`src/hw/led_dim_pkg.sv`:
```
// shared constants, register map and state types of the led dimming controller
package led_dim_pkg;

	// ----------------------------------------
	// clock and timing
	// ----------------------------------------
	localparam real CLK_FREQ_MHZ = 40.0;
	localparam real EN_OFF_TIME_MS = 30.0;
	localparam real EXT_LOW_TIME_MS = 30.5;
	localparam real GLITCH_MIN_US = 0.15;
	localparam real GLITCH_MAX_US = 0.45;
	localparam int EN_OFF_CYCLES = int'($ceil(EN_OFF_TIME_MS * 1000.0 * CLK_FREQ_MHZ));
	localparam int EXT_LOW_CYCLES = int'($ceil(EXT_LOW_TIME_MS * 1000.0 * CLK_FREQ_MHZ));
	localparam int GLITCH_MIN_CYCLES = int'($ceil(GLITCH_MIN_US * CLK_FREQ_MHZ));
	localparam int GLITCH_MAX_CYCLES = int'($floor(GLITCH_MAX_US * CLK_FREQ_MHZ));
	localparam int GLITCH_CYCLES = (GLITCH_MIN_CYCLES + GLITCH_MAX_CYCLES) / 2;
	localparam logic [4:0] STRAP_WAIT = 5'h1F;

	// ----------------------------------------
	// register map
	// ----------------------------------------
	localparam logic [7:0] REG_BRIGHTNESS_DUTY = 8'h00;
	localparam logic [7:0] REG_DIMMING_MODE = 8'h01;
	localparam logic [7:0] REG_DC_CURRENT = 8'h07;
	localparam logic [7:0] BRIGHTNESS_RESET = 8'hFF;
	localparam logic [7:0] DIMMING_MODE_RESET = 8'h01;
	localparam logic [7:0] DC_CURRENT_RESET = 8'hFF;
	localparam logic [7:0] MODE_PRODUCT = 8'h01;
	localparam logic [7:0] MODE_EXTERNAL = 8'h03;
	localparam logic [7:0] MODE_INTERNAL = 8'h05;

	// ----------------------------------------
	// dimming waveform
	// ----------------------------------------
	localparam logic [7:0] DUTY_LAST_PHASE = 8'hFE;
	localparam logic [7:0] DUTY_FULL = 8'hFF;
	localparam logic [3:0] BYTE_BITS = 4'h8;
	localparam logic [3:0] DIV_BITS = 4'h8;

	// ----------------------------------------
	// types
	// ----------------------------------------
	typedef enum logic [3:0] {
		ST_IDLE = 4'h0,
		ST_ADDR = 4'h1,
		ST_ACK_ADDR = 4'h2,
		ST_REG = 4'h3,
		ST_ACK_REG = 4'h4,
		ST_WDATA = 4'h5,
		ST_ACK_DATA = 4'h6,
		ST_RDATA = 4'h7,
		ST_RACK = 4'h8
	} busState_e;

	typedef struct packed {
		logic [7:0] brightness;
		logic [7:0] mode;
		logic [7:0] dcLevel;
	} regFile_s;

	typedef struct packed {
		logic sync1;
		logic sync2;
		logic level;
		logic [4:0] cnt;
	} glitch_s;

	typedef struct packed {
		logic prev;
		logic [15:0] highCnt;
		logic [15:0] totCnt;
		logic [15:0] divisor;
		logic [16:0] rem;
		logic [7:0] quot;
		logic [3:0] bitIdx;
		logic [7:0] duty;
	} meter_s;

	typedef struct packed {
		logic enS1;
		logic enS2;
		logic extS1;
		logic extS2;
		logic fpS1;
		logic fpS2;
		logic [23:0] enLowCnt;
		logic [23:0] extLowCnt;
		logic shutEn;
		logic shutExt;
		logic [4:0] strapCnt;
		logic directMode;
		logic extOnly;
		regFile_s regs;
		busState_e st;
		logic sclPrev;
		logic sdaPrev;
		logic [3:0] bitCnt;
		logic [7:0] shift;
		logic [7:0] regPtr;
		logic isRead;
		logic ackOk;
		logic driveN;
		logic [15:0] stepCnt;
		logic [7:0] phase;
		logic [5:0] chOn;
	} ctrl_s;

endpackage : led_dim_pkg

```
`src/hw/glitch_filter.sv`:
```
// two-flop synchroniser followed by a pulse width suppressor for one serial bus line
`timescale 1ns/1ps
module glitch_filter
	import led_dim_pkg::*;
(
	input wire logic sys_clk,
	input wire logic nrst,
	input wire logic pinIn,
	output logic level
);

	glitch_s s_q;
	glitch_s s_d;

	// ----------------------------------------
	// filter
	// ----------------------------------------
	always_comb begin
		s_d = s_q;
		s_d.sync1 = pinIn;
		s_d.sync2 = s_q.sync1;
		if (s_q.sync2 == s_q.level) begin
			s_d.cnt = 5'h00;
		end else if (s_q.cnt == 5'(GLITCH_CYCLES - 1)) begin
			s_d.level = s_q.sync2; // RULE3
			s_d.cnt = 5'h00;
		end else begin
			s_d.cnt = s_q.cnt + 5'h01;
		end
	end

	always_ff @(posedge sys_clk or negedge nrst) begin
		if (!nrst) begin
			s_q <= '0;
			s_q.sync1 <= 1'b1;
			s_q.sync2 <= 1'b1;
			s_q.level <= 1'b1;
		end else begin
			s_q <= s_d;
		end
	end

	assign level = s_q.level;
endmodule : glitch_filter

```
`src/hw/duty_meter.sv`:
```
// measures the duty of the external dimming input and digitises it to eight bits
`timescale 1ns/1ps
module duty_meter
	import led_dim_pkg::*;
(
	input wire logic sys_clk,
	input wire logic nrst,
	input wire logic extLevel,
	output logic [7:0] duty
);

	meter_s s_q;
	meter_s s_d;

	// ----------------------------------------
	// period capture and serial division
	// ----------------------------------------
	always_comb begin
		logic [16:0] rem2;
		rem2 = 17'h00000;
		s_d = s_q;
		s_d.prev = extLevel;
		if (s_q.bitIdx != 4'h0) begin
			// restoring division: quotient = high * 256 / period
			rem2 = {s_q.rem[15:0], 1'b0};
			if (rem2 >= {1'b0, s_q.divisor}) begin
				s_d.rem = rem2 - {1'b0, s_q.divisor};
				s_d.quot = {s_q.quot[6:0], 1'b1};
			end else begin
				s_d.rem = rem2;
				s_d.quot = {s_q.quot[6:0], 1'b0};
			end
			s_d.bitIdx = s_q.bitIdx - 4'h1;
			if (s_q.bitIdx == 4'h1) begin
				s_d.duty = s_d.quot; // RULE18
			end
		end
		if (extLevel && !s_q.prev) begin
			if (s_q.totCnt != 16'h0000) begin
				s_d.divisor = s_q.totCnt;
				s_d.rem = {1'b0, s_q.highCnt};
				s_d.quot = 8'h00;
				if (s_q.highCnt >= s_q.totCnt) begin
					s_d.duty = DUTY_FULL;
					s_d.bitIdx = 4'h0;
				end else begin
					s_d.bitIdx = DIV_BITS;
				end
			end
			s_d.highCnt = 16'h0001;
			s_d.totCnt = 16'h0001;
		end else if (s_q.totCnt == 16'hFFFF) begin
			// input held at one level: duty is full or nothing
			s_d.duty = extLevel ? DUTY_FULL : 8'h00; // RULE12
			s_d.bitIdx = 4'h0;
		end else begin
			s_d.totCnt = s_q.totCnt + 16'h0001;
			s_d.highCnt = s_q.highCnt + {15'h0000, extLevel};
		end
	end

	always_ff @(posedge sys_clk or negedge nrst) begin
		if (!nrst) begin
			s_q <= '0;
			s_q.duty <= DUTY_FULL;
		end else begin
			s_q <= s_d;
		end
	end

	assign duty = s_q.duty;
endmodule : duty_meter

```
`src/hw/led_dimming_pwm_control.sv`:
```
// serial register slave, enable and input timeouts, and dimming waveform for six led channels
// Operation
// RULE1: enable low over 30 ms shuts down
// RULE2: host waits 2 ms after enable
// RULE3: serial line glitches below window ignored
// RULE4: current code 0..255, resets to 0xFF
// RULE5: current code changes apply immediately
// RULE6: current code zero turns channels off
// RULE7: internal duty has 256 steps
// RULE8: brightness register at 0x00, resets 0xFF
// RULE9: brightness zero turns channels off
// RULE10: internal on fraction equals code over 255
// RULE11: mode 0x05 uses brightness only
// RULE12: mode resets dimming_mode_select; high input follows brightness
// RULE13: product mode multiplies input and brightness
// RULE14: direct mode follows input exactly
// RULE15: all six channels share one waveform
// RULE16: on phase sinks coded current, off none
// RULE17: period from frequency setting outside direct
// RULE18: product uses upper byte of 8x8
// RULE19: input low over 30.5 ms shuts down
// RULE20: mode 0x03 uses external duty only
// RULE21: grounded bus plus tied pin selects direct
// RULE22: period is step count times 255 steps
`timescale 1ns/1ps
module led_dimming_pwm_control
	import led_dim_pkg::*;
#(
	parameter int EnOffCycles = EN_OFF_CYCLES,
	parameter int ExtLowCycles = EXT_LOW_CYCLES,
	// bus address value is arbitrary
	parameter logic [6:0] DevAddr = 7'h2C
)(
	input wire logic sys_clk,
	input wire logic nrst,
	input wire logic enablePin,
	input wire logic externalDutyInput,
	input wire logic dimmingFreqSetPin,
	input wire logic [15:0] stepCycles,
	input wire logic serialClockLine,
	input wire logic serialDataIn,
	output logic serialDataOut,
	output logic serialDataDriveN,
	output logic [5:0] channelOn,
	output logic [7:0] dcCurrentCode,
	output logic deviceShutdown
);

	ctrl_s s_q;
	ctrl_s s_d;
	logic sclF;
	logic sdaF;
	logic [7:0] extDuty;
	logic shutdown;
	logic stepDone;
	logic wrEn;

	// ----------------------------------------
	// register access
	// ----------------------------------------
	function automatic logic [7:0] regRead(input regFile_s r, input logic [7:0] ptr);
		logic [7:0] v;
		v = 8'h00;
		if (ptr == REG_BRIGHTNESS_DUTY) v = r.brightness;
		else if (ptr == REG_DIMMING_MODE) v = r.mode;
		else if (ptr == REG_DC_CURRENT) v = r.dcLevel;
		return v;
	endfunction : regRead

	function automatic regFile_s regWrite(input regFile_s r, input logic [7:0] ptr, input logic [7:0] v);
		regFile_s n;
		n = r;
		if (ptr == REG_BRIGHTNESS_DUTY) n.brightness = v; // RULE8
		else if (ptr == REG_DIMMING_MODE) n.mode = v;
		else if (ptr == REG_DC_CURRENT) n.dcLevel = v; // RULE4
		return n;
	endfunction : regWrite

	function automatic logic [7:0] productLevel(input logic [7:0] brightness_duty_level, input logic [7:0] dty);
		logic [15:0] p;
		p = {8'h00, brightness_duty_level} * {8'h00, dty};
		// a permanently high input leaves the brightness code untouched
		return (dty == DUTY_FULL) ? brightness_duty_level : p[15:8];
	endfunction : productLevel

	// ----------------------------------------
	// line conditioning
	// ----------------------------------------
	glitch_filter sclFilter (
		.sys_clk(sys_clk),
		.nrst(nrst),
		.pinIn(serialClockLine),
		.level(sclF)
	);

	glitch_filter sdaFilter (
		.sys_clk(sys_clk),
		.nrst(nrst),
		.pinIn(serialDataIn),
		.level(sdaF)
	);

	duty_meter extMeter (
		.sys_clk(sys_clk),
		.nrst(nrst),
		.extLevel(s_q.extS2),
		.duty(extDuty)
	);

	assign shutdown = s_q.shutEn | s_q.shutExt;
	assign stepDone = ({1'b0, s_q.stepCnt} + 17'h00001) >= {1'b0, stepCycles};

	// ----------------------------------------
	// next state
	// ----------------------------------------
	always_comb begin
		logic sclRise;
		logic sclFall;
		logic startCond;
		logic stopCond;
		logic usesExt;
		logic pwmOn;
		logic [7:0] level;
		logic [7:0] rd;
		sclRise = sclF & ~s_q.sclPrev;
		sclFall = ~sclF & s_q.sclPrev;
		startCond = sclF & s_q.sclPrev & s_q.sdaPrev & ~sdaF;
		stopCond = sclF & s_q.sclPrev & ~s_q.sdaPrev & sdaF;
		usesExt = 1'b0;
		pwmOn = 1'b0;
		level = 8'h00;
		rd = regRead(s_q.regs, s_q.regPtr);
		wrEn = 1'b0;
		s_d = s_q;
		s_d.enS1 = enablePin;
		s_d.enS2 = s_q.enS1;
		s_d.extS1 = externalDutyInput;
		s_d.extS2 = s_q.extS1;
		s_d.fpS1 = dimmingFreqSetPin;
		s_d.fpS2 = s_q.fpS1;
		s_d.sclPrev = sclF;
		s_d.sdaPrev = sdaF;

		// strap sampling once the filtered lines have settled
		if (s_q.strapCnt != STRAP_WAIT) begin
			s_d.strapCnt = s_q.strapCnt + 5'h01;
			if (s_d.strapCnt == STRAP_WAIT) begin
				s_d.directMode = s_q.fpS2 & ~sclF & ~sdaF; // RULE21
				s_d.extOnly = ~s_q.fpS2 & ~sclF & ~sdaF; // RULE20
			end
		end

		// enable low timeout
		if (s_q.enS2) begin
			s_d.enLowCnt = 24'h000000;
			s_d.shutEn = 1'b0;
		end else if (s_q.enLowCnt == 24'(EnOffCycles - 1)) begin
			s_d.shutEn = 1'b1; // RULE1
		end else begin
			s_d.enLowCnt = s_q.enLowCnt + 24'h000001;
		end

		// external input low timeout in the modes that read it
		usesExt = s_q.directMode | s_q.extOnly | (s_q.regs.mode != MODE_INTERNAL);
		if (s_q.extS2 || !usesExt) begin
			s_d.extLowCnt = 24'h000000;
			s_d.shutExt = 1'b0;
		end else if (s_q.extLowCnt == 24'(ExtLowCycles - 1)) begin
			s_d.shutExt = 1'b1; // RULE19
		end else begin
			s_d.extLowCnt = s_q.extLowCnt + 24'h000001;
		end

		// serial register slave
		if (startCond) begin
			s_d.st = ST_ADDR;
			s_d.bitCnt = 4'h0;
			s_d.driveN = 1'b1;
		end else if (stopCond) begin
			s_d.st = ST_IDLE;
			s_d.driveN = 1'b1;
		end else if (sclRise) begin
			unique case (s_q.st)
				ST_ADDR, ST_REG, ST_WDATA: begin
					s_d.shift = {s_q.shift[6:0], sdaF};
					s_d.bitCnt = s_q.bitCnt + 4'h1;
				end
				ST_RACK: begin
					s_d.ackOk = ~sdaF;
				end
				default: begin
				end
			endcase
		end else if (sclFall) begin
			unique case (s_q.st)
				ST_ADDR: begin
					if (s_q.bitCnt == BYTE_BITS) begin
						if (s_q.shift[7:1] == DevAddr) begin
							s_d.st = ST_ACK_ADDR;
							s_d.isRead = s_q.shift[0];
							s_d.driveN = 1'b0;
						end else begin
							s_d.st = ST_IDLE;
						end
					end
				end
				ST_REG: begin
					if (s_q.bitCnt == BYTE_BITS) begin
						s_d.regPtr = s_q.shift;
						s_d.st = ST_ACK_REG;
						s_d.driveN = 1'b0;
					end
				end
				ST_WDATA: begin
					if (s_q.bitCnt == BYTE_BITS) begin
						wrEn = 1'b1;
						s_d.regs = regWrite(s_q.regs, s_q.regPtr, s_q.shift); // RULE5
						s_d.regPtr = s_q.regPtr + 8'h01;
						s_d.st = ST_ACK_DATA;
						s_d.driveN = 1'b0;
					end
				end
				ST_ACK_ADDR: begin
					s_d.bitCnt = 4'h0;
					if (s_q.isRead) begin
						s_d.shift = rd;
						s_d.driveN = rd[7];
						s_d.regPtr = s_q.regPtr + 8'h01;
						s_d.bitCnt = 4'h1;
						s_d.st = ST_RDATA;
					end else begin
						s_d.driveN = 1'b1;
						s_d.st = ST_REG;
					end
				end
				ST_ACK_REG, ST_ACK_DATA: begin
					s_d.bitCnt = 4'h0;
					s_d.driveN = 1'b1;
					s_d.st = ST_WDATA;
				end
				ST_RDATA: begin
					if (s_q.bitCnt == BYTE_BITS) begin
						s_d.driveN = 1'b1;
						s_d.st = ST_RACK;
					end else begin
						s_d.shift = {s_q.shift[6:0], 1'b0};
						s_d.driveN = s_q.shift[6];
						s_d.bitCnt = s_q.bitCnt + 4'h1;
					end
				end
				ST_RACK: begin
					if (s_q.ackOk) begin
						s_d.shift = rd;
						s_d.driveN = rd[7];
						s_d.regPtr = s_q.regPtr + 8'h01;
						s_d.bitCnt = 4'h1;
						s_d.st = ST_RDATA;
					end else begin
						s_d.st = ST_IDLE;
					end
				end
				default: begin
				end
			endcase
		end

		// enable timeout shutdown drops the bus and restores register defaults
		if (s_q.shutEn) begin
			s_d.st = ST_IDLE;
			s_d.driveN = 1'b1;
			s_d.regs = '{brightness: BRIGHTNESS_RESET, mode: DIMMING_MODE_RESET, dcLevel: DC_CURRENT_RESET}; // RULE1
		end

		// dimming period: 255 steps of stepCycles clocks each
		if (stepDone) begin
			s_d.stepCnt = 16'h0000;
			s_d.phase = (s_q.phase == DUTY_LAST_PHASE) ? 8'h00 : s_q.phase + 8'h01; // RULE22 RULE17
		end else begin
			s_d.stepCnt = s_q.stepCnt + 16'h0001;
		end

		// waveform source
		if (s_q.extOnly || s_q.regs.mode == MODE_EXTERNAL) begin
			level = extDuty; // RULE20
		end else if (s_q.regs.mode == MODE_INTERNAL) begin
			level = s_q.regs.brightness; // RULE11
		end else begin
			level = productLevel(s_q.regs.brightness, extDuty); // RULE13 RULE18 RULE12
		end
		if (s_q.directMode) begin
			pwmOn = s_q.extS2; // RULE14
		end else begin
			pwmOn = s_q.phase < level; // RULE7 RULE10 RULE9
		end
		s_d.chOn = {6{pwmOn && s_q.regs.dcLevel != 8'h00 && !shutdown}}; // RULE15 RULE16 RULE6
	end

	always_ff @(posedge sys_clk or negedge nrst) begin
		if (!nrst) begin
			s_q <= '0;
			s_q.enS1 <= 1'b1;
			s_q.enS2 <= 1'b1;
			s_q.regs.brightness <= BRIGHTNESS_RESET;
			s_q.regs.mode <= DIMMING_MODE_RESET;
			s_q.regs.dcLevel <= DC_CURRENT_RESET;
			s_q.st <= ST_IDLE;
			s_q.sclPrev <= 1'b1;
			s_q.sdaPrev <= 1'b1;
			s_q.driveN <= 1'b1;
		end else begin
			s_q <= s_d;
		end
	end

	assign serialDataOut = 1'b0;
	assign serialDataDriveN = s_q.driveN;
	assign channelOn = s_q.chOn;
	assign dcCurrentCode = s_q.regs.dcLevel; // RULE16
	assign deviceShutdown = shutdown;
endmodule : led_dimming_pwm_control

```
`config.mk`:
```
export PLATFORM = sky130hd
export DESIGN_NAME = led_dimming_pwm_control
export DESIGN_NICKNAME = d
export VERILOG_FILES = /design/src/hw/led_dim_pkg.sv /design/src/hw/glitch_filter.sv /design/src/hw/duty_meter.sv /design/src/hw/led_dimming_pwm_control.sv
export SDC_FILE = /design/constraint.sdc
export NUM_CORES = 1
export LEC_CHECK = 0
export BUFFER_PORTS_ARGS = -buffer_cell sky130_fd_sc_hd__buf_2
export CAP_MARGIN = 20
export CORE_MARGIN = 1
export CORE_UTILIZATION = 55
export CTS_CLUSTER_SIZE = 14
export DETAILED_ROUTE_END_ITERATION = 10
export PLACE_DENSITY = 0.77
export SLEW_MARGIN = 20
export SYNTH_ARGS = -nofsm -noshare
export SYNTH_HDL_FRONTEND = slang
export SYNTH_SLANG_ARGS = --single-unit
```
`constraint.sdc`:
```
create_clock -name sys_clk -period 10.5 [get_ports sys_clk]
set_clock_uncertainty 0.15 [all_clocks]
set_input_delay 0.525 -clock sys_clk [delete_from_list [all_inputs] [get_ports sys_clk]]
set_output_delay 0.525 -clock sys_clk [all_outputs]
set_load 0.005 [all_outputs]
```
== After elaboration in Yosys (flattened, before gate mapping) ==
Index checks and enable logic that the tools add are counted.

* Register bits after elaboration: 243
* Input port bits: 23
* Output and inout port bits: 17
* Word-level logic and storage cells: 272

* Add/subtract/negate cells: 14
* Multipliers: 1
* Order comparisons: 4
* Equality and inequality tests: 55
* Mux-type cells: 85
* Bitwise gates (word level): 24
* Reductions and logical operators: 45

{| class="wikitable"
|+ Operators by type and width
! cell !! count
|-
| 24-bit two-way mux || 7
|-
| 8-bit two-way mux || 16
|-
| 28-bit two-way mux || 4
|-
| 37-bit two-way mux || 2
|-
| 32-bit two-way mux || 2
|-
| 12-bit two-way mux || 5
|-
| 25-bit two-way mux || 2
|-
| 24-bit by 1-bit adder with 24-bit output (second input constant) || 2
|-
| 24-bit by 21-bit == test with 1-bit output (second input constant) || 2
|-
| 5-bit inequality test (second input constant) || 7
|-
| 17-bit by 16-bit greater-or-equal comparator with 1-bit output || 2
|-
| 16-bit by 1-bit adder with 16-bit output (second input constant) || 2
|-
| 16-bit two-way mux || 2
|-
| 8-bit case mux with 4 select lines || 1
|-
| 4-bit two-way mux || 7
|-
| 4-bit case mux with 7 select lines || 1
|-
| 7-bit AND reduction || 4
|-
| 2-bit inequality test (second input constant) || 12
|-
| 8-bit case mux with 3 select lines || 1
|-
| 22-bit two-way mux || 1
|-
| 1-bit two-way mux || 21
|-
| 21-bit two-way mux || 1
|-
| 20-bit two-way mux || 1
|-
| 5-bit two-way mux || 4
|-
| 58 further kinds || 119
|}

== Longest topological paths before layout ==
* Depth in word-level cells: 11
* Mapped depth: 24
* Depth with buffers taken out: 23

== By module ==
From an unflattened synthesis, not the netlist that was laid out.

* Cells, all modules: 1,834
* Area, all modules: 16,553.4 µm²

{| class="wikitable"
|+ By module, submodules not included
! module !! times used !! cells each !! area each (µm²) !! seq. area each (µm²)
|-
| led_dimming_pwm_control || 1 || 1,156 || 10,460.0 || 3,555.9
|-
| duty_meter || 1 || 630 || 5,460.2 || 2,112.0
|-
| glitch_filter || 2 || 24 || 316.6 || 203.9
|}

== Worst setup path after synthesis ==
No wires, ideal clock.

* Path type: flip-flop to flip-flop
* From: register extMeter.duty[7] (netlist name)
* To: register channelOn[0] (netlist name)
* Library setup time: 88 ps
* Data arrival time: 5,853 ps
* Required time: 10,262 ps
* Setup slack: 4,408 ps
* Cell stages (with the launch flop): 24
* Buffers on the path: 1
* Clock period less this slack: 6,092 ps
* Cell sequence: dfstp_2 -> clkbuf_1 -> nand2_1 -> fa_1 -> fa_1 -> inv_1 -> fa_1 -> inv_1 -> fa_1 -> inv_1 -> ha_1 -> a21oi_1 -> o211ai_1 -> a21oi_1 -> a211oi_1 -> o21ai_1 -> mux2_2 -> a221oi_1 -> ha_1 -> nand4_1 -> nor2_1 -> a2111oi_0 -> a21oi_1 -> nor3b_1

==> results.cfg <==
[worst_setup_path]
cpLargestDelayFamily = adder cells
worstPathRequired_ns = 10.80
cp_num_buf_inv = 3
critPathLaunchType = flop
critPathLaunch = s_q[76]$_DFFE_PN1P_
rr_startpoint = s_q[76]$_DFFE_PN1P_
worstPathCellList = nand2_1, fa_1, fa_1, inv_1, fa_1, inv_1, fa_1, inv_1, ha_1, a21oi_1, o211ai_1, a21oi_1, a211oi_1, o21ai_1, mux2_2, a221oi_1, ha_1, nand4_1, nor2_1, a2111oi_0, a21oi_1, nor3b_1
crit_fanout = 11
cp_slowest_cell = dfstp_2
end_kind = flop
cpMostUsedCell = fa_1
critPathArrivalTime_ns = 6.75
max_stage_delay_ns = 0.65
worstSetupPathType = reg -> reg

[grt]
grt_pass1_vias = 12339
grt_use_total_pct = 24.5
grt_pass1_wl_mm = 59.3
antenna_found_initial = 0
grt_max_degree = 111
grt-ovfl-total = 0

[cts]
clock_latency_ns = 0.53
post_cts_buffers = 0
clock_sinks = 241
cts_buffers = 27
htree_levels = 1
path_clk_slew_ns = 0.06
root_buffer = clkbuf_16
clock_path_buffers = 3
cts_tree = built

[floorplan]
core_um2 = 28200
initial_core_util_pct = 56.6
rows = 61
die_w_um = 172
die_height_um = 172
dieArea_um2 = 29700
ios = 40

[power_and_ir_drop]
power_leakage_nw = 8.14
pwr_density_cell_nw_per_um2 = 171
power_mw = 2.94
peakVddDrop_mv = 0.117

[routing]
vias = 12531
ant_nets = 0
drt_iter0_drc = 1062
via_per_inst = 5.81
drc = 0
drt_wl_total_mm = 35.2
wl_per_cell_um = 16.3
dr.pass1.iters = 5

[place]
numPlacedInstances = 2105
io_buffers = 38
globalplace.congestion = 0.898
post-place-ws_ns = 4.10
hpwl_mm = 24.5
placed_area_um2 = 16300

[yosys]
synth_area_leaders = dfrtp_1 32%, ha_1 8.8%, dfstp_2 5.9%
syn_area_per_cell_um2 = 9.01
synth_top_area_share_pct = 32.2
synthArstFlopShare_pct = 100
synth-seq-cells = 241
ys.flop_type = dfrtp_1
seq_area_frac_synth_pct = 38.1
netlist-cell-type-count = 79
synth_top_area_cell = dfrtp_1
syn_nets = 1940
synth_edf_count = 0
syn-cell-area_um2 = 15900
ys.warnings.count = 0
synth_cells = 1769

[sta]
fmax_mhz = 155
fin_crit_ns = 6.45
fin_hold_ws_ns = 0.198
period_share_pct = 61.4
finalHoldViolCount = 0
setup_viol = 0
timing.final.ws_setup_ns = 4.05
rsz0062_at_grt = false
finalSetupTns_ns = 0
slew_violations = 0
maxSlewHeadroom_pct = 26.8
worst_slew_pin_slew_ns = 1.09

[cells_and_area]
final_cells = 2158
syn2layout_area_growth_pct = 8.01
final_cell_mix = 205 x dfrtp_1, 169 x nor2_1, 162 x nand2_1
design_area_um2 = 17200
layout_commonest_cell = dfrtp_1
final_nets = 1933
antenna_cells = 0
drive_gt1_share_pct = 8.65
final_util_pct = 61.1

[worst_hold_path]
holdCritStartpoint = s_d[140]$_DFF_PN0_
hold_class = reg -> reg

[flow_run]
drv_cap = 0

[outcome]
status = complete, no violations
==> power by group <==
part           switching [mW]  internal, mW  total [mW]
Sequential              0.134          1.05        1.19
Clock                   0.386         0.541       0.927
Combinational           0.465         0.361       0.826
==> routing by layer <==
layer	up-vias	share of wire, %	track usage, %
li1	6048	-	-
met2	342	47	40.0
met5	-	0	0
met1	6072	46	33.7
met3	69	4.9	3.16
met4	0	2.6	8.23
==> synth_stat cells, types with 35 or more instances <==
cell	n
a21oi_1	111
and2_1	81
clkbuf_1	58
dfrtp_1	205
dfstp_2	36
fa_1	36
ha_1	112
inv_1	123
mux2i_1	44
nand2_1	162
nand3_1	66
nand4_1	35
nor2_1	170
o21ai_0	89
xnor2_1	54
xor2_1	53
==> flip-flops by register name, summed over array words and instances (netlist names) <==
signal,count
channelOn,1
dcCurrentCode,8
extMeter.duty,8
extMeter.s_q,76
s_d,3
s_q,128
sclFilter.level,1
sclFilter.s_d,1
sclFilter.s_q,6
sdaFilter.level,1
sdaFilter.s_d,1
sdaFilter.s_q,6
serialDataDriveN,1
==> cell families after synthesis <==
kind of cell | after synthesis | synth area share (%)
other | 1 | 0.0235
AO/OA/AOI/OAI | 325 | 12.2
XOR/XNOR | 107 | 5.88
multiplexers | 51 | 3.26
AND/OR/NAND/NOR | 684 | 21.7
buffers and inverters | 212 | 5.57
flip-flops | 241 | 38.1
adder cells (fa/ha/maj) | 148 | 13.3
==> path summary, 6_finish.rpt <==
path | slack (ns) | end | cells past startpoint
setup / recovery | 4.05 | channelOn[0]$_DFF_PN0_ | 22
hold / removal | 0.20 | s_q[140]$_DFF_PN0_ | 0
setup reg to reg | 4.05 | channelOn[0]$_DFF_PN0_ | 22
hold reg to reg | 0.20 | s_q[140]$_DFF_PN0_ | 0
max in group asynchronous | 8.30 | extMeter.s_q[53]$_DFFE_PN0P_ | 3
min in group asynchronous | 0.47 | s_q[37]$_DFFE_PN0P_ | 2
==> cell type report <==
| cell class | count | area [µm²] |
|---|---|---|
| Clock buffer | 34 | 732 |
| Timing Repair Buffer | 52 | 320 |
| Clock inverter | 13 | 124 |
| Multi-Input combinational cell | 1316 | 9020 |
| Tap cell | 378 | 473 |
| Fill cell | 2339 | 11000 |
| Inverter | 124 | 465 |
| Sequential cell | 241 | 6080 |
==> timing repair <==
| action | in CTS | in global routing |
|---|---|---|
| resized for setup | 0 | 0 |
| hold buffers | 6 | 0 |
| hold endpoints to repair | 92 | 0 |
(Power assumes the default switching activity.)
